File: config.mk
export PLATFORM = sky130hd
export DESIGN_NAME = jk_flip_flop_direct_clear
export DESIGN_NICKNAME = d
export VERILOG_FILES = /design/src/jk_pkg.sv /design/src/jk_flip_flop_direct_clear.sv /design/src/jk_sync.sv
export SDC_FILE = /design/constraint.sdc
export NUM_CORES = 1
export LEC_CHECK = 0
export ABC_CLOCK_PERIOD_IN_PS = 2300
export BUFFER_PORTS_ARGS = -buffer_cell sky130_fd_sc_hd__buf_2
export CORE_AREA = 2 2 39 41
export CTS_BUF_LIST = sky130_fd_sc_hd__clkbuf_8
export CTS_CLUSTER_DIAMETER = 40
export CTS_CLUSTER_SIZE = 24
export DETAILED_ROUTE_END_ITERATION = 8
export DIE_AREA = 0 0 41 43
export PLACE_DENSITY = 0.44
export SYNTH_ARGS = -nofsm -noshare
export SYNTH_HDL_FRONTEND = slang
export SYNTH_SLANG_ARGS = --single-unit
File: constraint.sdc
create_clock -name clk_i -period 2.3 [get_ports clk_i]
set_input_delay 0.345 -clock clk_i [delete_from_list [all_inputs] [get_ports clk_i]]
set_output_delay 0.345 -clock clk_i [all_outputs]
set_load 0.01 [all_outputs]
File: src/jk_pkg.sv
// Functional notes
// (RQ1) falling edge: hold, set, reset, toggle
// (RQ2) steering sampled only at falling edge
// (RQ3) clear held low for clocked operation
// (RQ4) clear pulse forces cleared state immediately; here the state clears two clk_i edges after the pin is sampled
// (RQ5) cleared, both low, edge gives set
// (RQ6) active clear overrides any clock edge
package jk_pkg;

  // steering pair as it is sampled at the falling edge
  typedef struct packed {
    logic first;
    logic second;
  } steer_s;

  typedef enum logic [1:0] {
    ACT_HOLD,
    ACT_SET,
    ACT_RESET,
    ACT_TOGGLE
  } action_e;

  localparam logic STATE_RESET_VAL = 1'b0;
  localparam int SYNC_STAGES = 2;

endpackage : jk_pkg

File: src/jk_flip_flop_direct_clear.sv
`timescale 1ns/1ps
`default_nettype none
module jk_flip_flop_direct_clear
  import jk_pkg::*;
(
  input wire logic clk_i,
  input wire logic rstn_i,
  input wire logic steer_first_i,
  input wire logic steer_second_i,
  input wire logic toggle_clk_i,
  input wire logic direct_clear_i,
  output logic state_o,
  output logic state_n_o
);

  // ************************************************************
  // pin synchronisation
  // ************************************************************
  logic [3:0] pins_sync;
  steer_s steer;
  logic tclk_s;
  logic clr_s;

  jk_sync #(
    .WIDTH(4)
  ) u_sync (
    .clk_i(clk_i),
    .rstn_i(rstn_i),
    .async_i({steer_first_i, steer_second_i, toggle_clk_i, direct_clear_i}),
    .sync_o(pins_sync)
  );

  always_comb begin
    steer.first = pins_sync[3];
    steer.second = pins_sync[2];
    tclk_s = pins_sync[1];
    clr_s = pins_sync[0];
  end

  // ************************************************************
  // falling edge detection of the device clock
  // ************************************************************
  logic tclk_prev_q;
  logic tclk_prev_d;
  logic fall_edge;

  // the previous copy resets low like the synchronised copy, so the
  // idle-high pin shows only a harmless rising edge after reset
  always_comb begin
    tclk_prev_d = tclk_s;
  end

  always_ff @(posedge clk_i or negedge rstn_i) begin
    if (!rstn_i) begin
      tclk_prev_q <= 1'b0;
    end else begin
      tclk_prev_q <= tclk_prev_d;
    end
  end

  // (RQ2) falling edge only
  assign fall_edge = tclk_prev_q & ~tclk_s;

  // ************************************************************
  // steering decode and state
  // ************************************************************
  action_e act;
  logic state_q;
  logic state_d;

  // (RQ1) steering truth table
  always_comb begin
    case ({steer.first, steer.second})
      2'b11: act = ACT_HOLD;
      2'b10: act = ACT_SET;
      2'b01: act = ACT_RESET;
      2'b00: act = ACT_TOGGLE;
      default: act = ACT_HOLD;
    endcase
  end

  always_comb begin
    state_d = state_q;
    // (RQ6) clear has priority
    if (clr_s) begin
      // (RQ4) force cleared state
      state_d = 1'b0;
    end else if (fall_edge) begin
      // (RQ1) apply steering action
      case (act)
        ACT_HOLD: state_d = state_q;
        ACT_SET: state_d = 1'b1;
        ACT_RESET: state_d = 1'b0;
        // (RQ5) cleared state toggles to set
        ACT_TOGGLE: state_d = ~state_q;
        default: state_d = state_q;
      endcase
    end
  end

  always_ff @(posedge clk_i or negedge rstn_i) begin
    if (!rstn_i) begin
      state_q <= STATE_RESET_VAL;
    end else begin
      state_q <= state_d;
    end
  end

  // clear acts one clk_i edge after the sync latency, not on a device clock edge;
  // combinational bypass would break the flop-driven data outputs
  assign state_o = state_q;
  assign state_n_o = ~state_q;

  // ************************************************************
  // checks
  // ************************************************************
  // (RQ1) hold keeps state
  chk_hold_steer: assert property (@(posedge clk_i) disable iff (!rstn_i) // RQ1
    (!clr_s && fall_edge && steer.first && steer.second) |=> state_q == $past(state_q))
    else $error("hold did not keep state");

  // (RQ1) set drives high
  chk_set_steer: assert property (@(posedge clk_i) disable iff (!rstn_i) // RQ1
    (!clr_s && fall_edge && steer.first && !steer.second) |=> state_q)
    else $error("set did not set");

  // (RQ1) reset drives low
  chk_reset_steer: assert property (@(posedge clk_i) disable iff (!rstn_i) // RQ1
    (!clr_s && fall_edge && !steer.first && steer.second) |=> !state_q)
    else $error("reset did not reset");

  // (RQ1) toggle inverts state
  chk_toggle_steer: assert property (@(posedge clk_i) disable iff (!rstn_i) // RQ1
    (!clr_s && fall_edge && !steer.first && !steer.second) |=> state_q != $past(state_q))
    else $error("toggle did not toggle");

  // (RQ2) no edge, no change
  chk_no_edge_hold: assert property (@(posedge clk_i) disable iff (!rstn_i) // RQ2
    (!clr_s && !fall_edge) |=> $stable(state_q))
    else $error("state moved without falling edge");

  // (RQ4) clear pulse clears
  chk_clear_pin: assert property (@(posedge clk_i) disable iff (!rstn_i) // RQ4
    $rose(direct_clear_i) ##0 direct_clear_i [*3] |=> !state_o && state_n_o)
    else $error("clear pulse did not clear");

  // (RQ6) clear beats clock edge
  chk_clear_wins: assert property (@(posedge clk_i) disable iff (!rstn_i) // RQ6
    (clr_s && fall_edge) |=> !state_q)
    else $error("clock edge beat active clear");

  // (RQ5) cleared toggles to set
  chk_clear_to_set: assert property (@(posedge clk_i) disable iff (!rstn_i) // RQ5
    (!state_q && !clr_s && fall_edge && !steer.first && !steer.second) |=> state_o)
    else $error("cleared state did not go to set");

  // (RQ4) outputs stay complementary
  chk_outs_compl: assert property (@(posedge clk_i) disable iff (!rstn_i) // RQ4
    state_o != state_n_o)
    else $error("outputs not complementary");

  // (RQ6) active clear keeps cleared
  chk_clear_holds: assert property (@(posedge clk_i) disable iff (!rstn_i) // RQ6
    clr_s |=> !state_o && state_n_o)
    else $error("state left cleared while clear active");

  // ************************************************************
  // pin to output checks
  // ************************************************************
  // a pin sampled at edge k reaches the state at edge k+2, so the
  // outputs are judged three edges after the pin was seen
  // (RQ1) set from the pins
  chk_pin_set: assert property (@(posedge clk_i) disable iff (!rstn_i) // RQ1
    ($fell(toggle_clk_i) && steer_first_i && !steer_second_i && !direct_clear_i) |-> ##3 state_o)
    else $error("pin level set not seen");

  // (RQ1) reset from the pins
  chk_pin_reset: assert property (@(posedge clk_i) disable iff (!rstn_i) // RQ1
    ($fell(toggle_clk_i) && !steer_first_i && steer_second_i && !direct_clear_i) |-> ##3 !state_o)
    else $error("pin level reset not seen");

  // (RQ1) hold from the pins
  chk_pin_hold: assert property (@(posedge clk_i) disable iff (!rstn_i) // RQ1
    ($fell(toggle_clk_i) && steer_first_i && steer_second_i && !direct_clear_i) |-> ##3 $stable(state_o))
    else $error("pin level hold moved state");

  // (RQ1) toggle from the pins
  chk_pin_toggle: assert property (@(posedge clk_i) disable iff (!rstn_i) // RQ1
    ($fell(toggle_clk_i) && !steer_first_i && !steer_second_i && !direct_clear_i) |-> ##3 $changed(state_o))
    else $error("pin level toggle not seen");

  // (RQ2) rising clock is ignored
  chk_pin_rise: assert property (@(posedge clk_i) disable iff (!rstn_i) // RQ2
    ($rose(toggle_clk_i) && !direct_clear_i) |-> ##3 $stable(state_o))
    else $error("state moved on rising clock");

  // (RQ4) clear from the pin
  chk_pin_clear: assert property (@(posedge clk_i) disable iff (!rstn_i) // RQ4
    $rose(direct_clear_i) |-> ##3 (!state_o && state_n_o))
    else $error("pin level clear not seen");

  // ************************************************************
  // cover points
  // ************************************************************
  cov_toggle: cover property (@(posedge clk_i) disable iff (!rstn_i)
    fall_edge && !clr_s && act == ACT_TOGGLE);

  cov_set: cover property (@(posedge clk_i) disable iff (!rstn_i)
    fall_edge && !clr_s && act == ACT_SET);

  cov_clear_edge: cover property (@(posedge clk_i) disable iff (!rstn_i)
    fall_edge && clr_s && state_q);

  cov_reset: cover property (@(posedge clk_i) disable iff (!rstn_i)
    fall_edge && !clr_s && act == ACT_RESET);

  cov_hold: cover property (@(posedge clk_i) disable iff (!rstn_i)
    fall_edge && !clr_s && act == ACT_HOLD);

endmodule : jk_flip_flop_direct_clear
`default_nettype wire

File: src/jk_sync.sv
`timescale 1ns/1ps
`default_nettype none
module jk_sync
  import jk_pkg::*;
#(
  parameter int WIDTH = 4
) (
  input wire logic clk_i,
  input wire logic rstn_i,
  input wire logic [WIDTH-1:0] async_i,
  output logic [WIDTH-1:0] sync_o
);

  // refused at elaboration: a zero-width synchroniser carries nothing
  if (WIDTH < 1) begin : g_width_check
    $error("jk_sync: WIDTH must be at least 1");
  end

  logic [WIDTH-1:0] meta_q;
  logic [WIDTH-1:0] meta_d;
  logic [WIDTH-1:0] sync_q;
  logic [WIDTH-1:0] sync_d;

  always_comb begin
    meta_d = async_i;
    sync_d = meta_q;
  end

  // first stage feeds only the second stage
  always_ff @(posedge clk_i or negedge rstn_i) begin
    if (!rstn_i) begin
      meta_q <= '0;
      sync_q <= '0;
    end else begin
      meta_q <= meta_d;
      sync_q <= sync_d;
    end
  end

  assign sync_o = sync_q;

endmodule : jk_sync
`default_nettype wire

[Word level (Yosys, flattened, before mapping)]
Cells that the tools add are included.
Operators by class
  equal/unequal tests: 7
  reduce and logical (&&, ||, !) cells: 4
  bitwise logic cells: 3
  multiplexer cells: 4
Operators by type and width (number)
  2-bit == test (second input constant): 4
  2-bit one-hot mux with 4 select lines: 1
  2-bit by 1-bit == test with 1-bit output (second input constant): 2
  2-bit logical NOT: 2
  1-bit one-hot mux with 3 select lines: 1
  1-bit two-way mux: 2
  2-bit by 1-bit inequality test with 1-bit output (second input constant): 1
  1-bit inverter: 2
  2-bit AND reduction: 1
  2-bit nonzero test: 1
  1-bit bitwise AND: 1
Word-level totals
  input bits: 6
  flip-flop bits (word level): 10

[Depth between registers and ports, before layout]
  depth after elaboration: 6
  gate-level depth with buffers: 2
  depth with buffers taken out: 2

[Cells and area by module]
Synthesis repeated with hierarchy kept, for this count alone.
Unflattened totals
  cells, all modules: 14
  area total of the unflattened synthesis: 287.8 µm²
By module, submodules not included
  jk_sync: area each 200.2 µm², instances 1, cells each 8, seq. area each 200.2 µm²
  jk_flip_flop_direct_clear: area each 87.6 µm², instances 1, cells each 6, seq. area each 50.0 µm²

[Worst setup path after synthesis]
OpenSTA, ideal clock, no wires.
  path type: register -> register
  from: reg u_sync.sync_q[1], in the netlist u_sync.sync_o[1]
  to: reg state_q, in the netlist state_o
  arrival: 0.931 ns
  path slack: 1.282 ns
  data required time: 2.213 ns
  stages on the path, launching flop included: 3
  cell sequence: dfrtp_1 or3b_1 a211oi_2
On the way
  longest elaborated chain between the ends: 4
Ends and longest elaborated chain
  start: declaration: line jk_sync.sv:21  | logic [WIDTH-1:0] sync_q;
  start signal: assignment: line jk_sync.sv:36  | sync_q <= sync_d;
  1-bit inverter: line jk_flip_flop_direct_clear.sv:62  | assign fall_edge = tclk_prev_q & ~tclk_s;
  1-bit bitwise AND: line jk_flip_flop_direct_clear.sv:62
  2-bit nonzero test (no source line)
  2-bit AND reduction (no source line)
  end signal: assignment: line jk_flip_flop_direct_clear.sv:105  | state_q <= state_d;
  end: declaration: line jk_flip_flop_direct_clear.sv:68  | logic state_q;
Every way passes these cells.
A chain may end at the register's enable or synchronous reset.

[Final worst setup path]
  from: reg state_q, in the netlist state_o
  to: out state_n_o
On the way
  longest elaborated chain between the ends: 1
Ends and longest elaborated chain
  1-bit inverter: line jk_flip_flop_direct_clear.sv:112  | assign state_n_o = ~state_q;
  end: declaration: line jk_flip_flop_direct_clear.sv:13  | output logic state_n_o
Every way passes these cells.

==> run metrics <==
Synth Warn # 0; # rows 14; period utilization 0.507; core area 1380 um2; first-pass GRT wire length 462 um; status complete, no violations; clock slew at reported path FFs 0.04 ns; Power Density 933 nW/um2; Final Hold Fails 0; Tmin final 1.17 ns; Hold Crit Class in2reg; Final nets 33; Least-Margin Pin Slew 0.218 ns; GRT Util Overall 0.0451; type of the worst setup path reg2out; Yosys reg bits 10; area of the mapped netlist 288 um2; Top FF cell, synth dfrtp_1; initial antenna violation count 0; pin count of the biggest net entering global routing 11; Final Wtd Congestion 0.619; Vias per Instance 3.37; DRT antenna net count 0; maxcap violations 0; Combinational Power Share 0.037; placed instance area 343 um2; initial core utilization 0.208; leading cell types by count after synthesis 10 x dfrtp_1, 1 x a211oi_2, 1 x and4bb_2, 1 x inv_1, 1 x or3b_1; Syn-to-layout area delta 37.0%; Die X 41 um; Post-Syn Area per Cell 20.6 um2; full die area 1760 um2; DRC 0; number of fill cells 135; P_int 306 uW; Post-synth EDFFs 0; H-tree levels 1; unrepaired setup endpoints after global routing no; drt first pass iters 1; headroom to the max-slew limit 0.855; clock tree from TritonCTS done; Worst-Skew Late Latency 0.22 ns; Slew Viols, Final 0; CP Launch Type flip-flop; total power 368 uW; layout cells sized above 1 0.480; Pleak 0.182 nW; post-CTS sizing 0; Inserted Clock Buffers 3; GRT overflow 0; Routed WL per cell 7.95 um; drt total wl 326 um; achievable clock frequency 0.858 GHz; Clock power frac 0.450; Post-Route Setup TNS 0 ns; Clock Sinks 10; syn nets 20; CTS root buf clkbuf_8; count of mapped cells out of synthesis 14; CTS max path bufs 2; asr flop ratio synth 1.00; Die Span Y 43 um; CP Max Fanout 3; Finished Cell Area 394 um2; CP Capture Type primary output; # IOs 8; top-count cell post-synth dfrtp_1; Seq/Total Area, Yosys 0.870; HPWL after DPL 233 um; post-route insts no fill 41; vias in the first global route 124; CP arrival 0.82 ns; Synth top area share 0.870; ANT cells 0; initial DRC count 0; worst path required time 1.96 ns; largest cells by area after synthesis dfrtp_1 87%, a211oi_2 4.3%, and4bb_2 4.3%, or3b_1 3.0%, inv_1 1.3%; # setup viols final 0; placed insts 37; I/O Buffers 7; final worst clock skew 0.000740 ns; Min Hold Slack 0.226 ns; Yosys top cell by area dfrtp_1; sequential group share of total power 0.512; Net Sw Frac 0.168; vias 138; NetSw 61.9 uW; maximum VDD drop 0.383 mV; Synth cell types 5
-- path summary, 6_finish.rpt --
kind	startpoint	end	slack, ns	depth (start not counted)
worst min register to register	u_sync.meta_q[1]	u_sync.sync_o[1]	0.34	0
worst min-delay path	direct_clear_i	u_sync.meta_q[0]	0.23	1
worst max-delay path	state_o	state_n_o	1.13	2
worst max register to register	u_sync.sync_o[1]	state_o	1.23	2
max in group asynchronous	rstn_i	u_sync.sync_o[3]	1.61	2
min in group asynchronous	rstn_i	u_sync.meta_q[2]	0.51	2
-- layout make-up --
type	instances	area (um2)	share of cell area
Inverter	1	3.75	0.00952
Tap cell	16	20.0	0.0508
Timing Repair Buffer	8	45.0	0.114
Multi-Input combinational cell	3	33.8	0.0857
Clock buffer	3	41.3	0.105
Sequential cell	10	250	0.635
-- cell families after synthesis --
family / share of synthesized area
AOI/OAI and AO/OA: 0.0435
buffers and inverters: 0.0130
DFF: 0.870
and+or+nand+nor: 0.0739
-- metal layers --
layer  global-route usage  part of all wire  routed length [um]
met5                    0                 0                   0
met4               0.0600                 0                   0
met3               0.0314             0.095                  31
met2               0.0406              0.41                 135
met1               0.0550              0.48                 158
-- per-stage QoR --
stage	utilization	setup WS [ns]
final	0.285	1.13
after global routing	0.285	1.08
after CTS	0.285	1.13
after detailed placement	0.248	1.21
after global placement	0.248	1.26
after floorplan	-	1.28
-- state kept, by name (all words and copies together), names as in the netlist --
name	cells
state_o	1
tclk_prev_q	1
u_sync.meta_q	4
u_sync.sync_o	4
-- placed cells by master, fill, tap and decap left out --
| master | Yosys | layout |
|---|---|---|
| clkbuf_8 | 0 | 3 |
| a211oi_2 | 1 | 1 |
| and4bb_2 | 1 | 1 |
| dfrtp_1 | 10 | 10 |
| inv_1 | 1 | 1 |
| buf_2 | 0 | 7 |
| dlygate4sd3_1 | 0 | 1 |
| or3b_1 | 1 | 1 |
-- critical path, stage by stage (launching register included) --
cell and delay (ns):
dfrtp_1 0.38, inv_1 0.09, buf_2 0.13
-- power groups by stage --
stage,Sequential (mW),Combinational [mW],Clock [mW]
after global placement,0.191,0.0124,0
after CTS,0.189,0.0140,0.172
after global routing,0.189,0.0159,0.179
after detailed placement,0.191,0.0128,0
after floorplan,0.191,0.00333,0
final,0.188,0.0138,0.166
-- timing repair --
item / CTS / global route
setup buffers: 0 / 0
hold buffers: 1 / 0
endpoints found under the hold margin: 10 / 0
(Power assumes the default switching activity.)
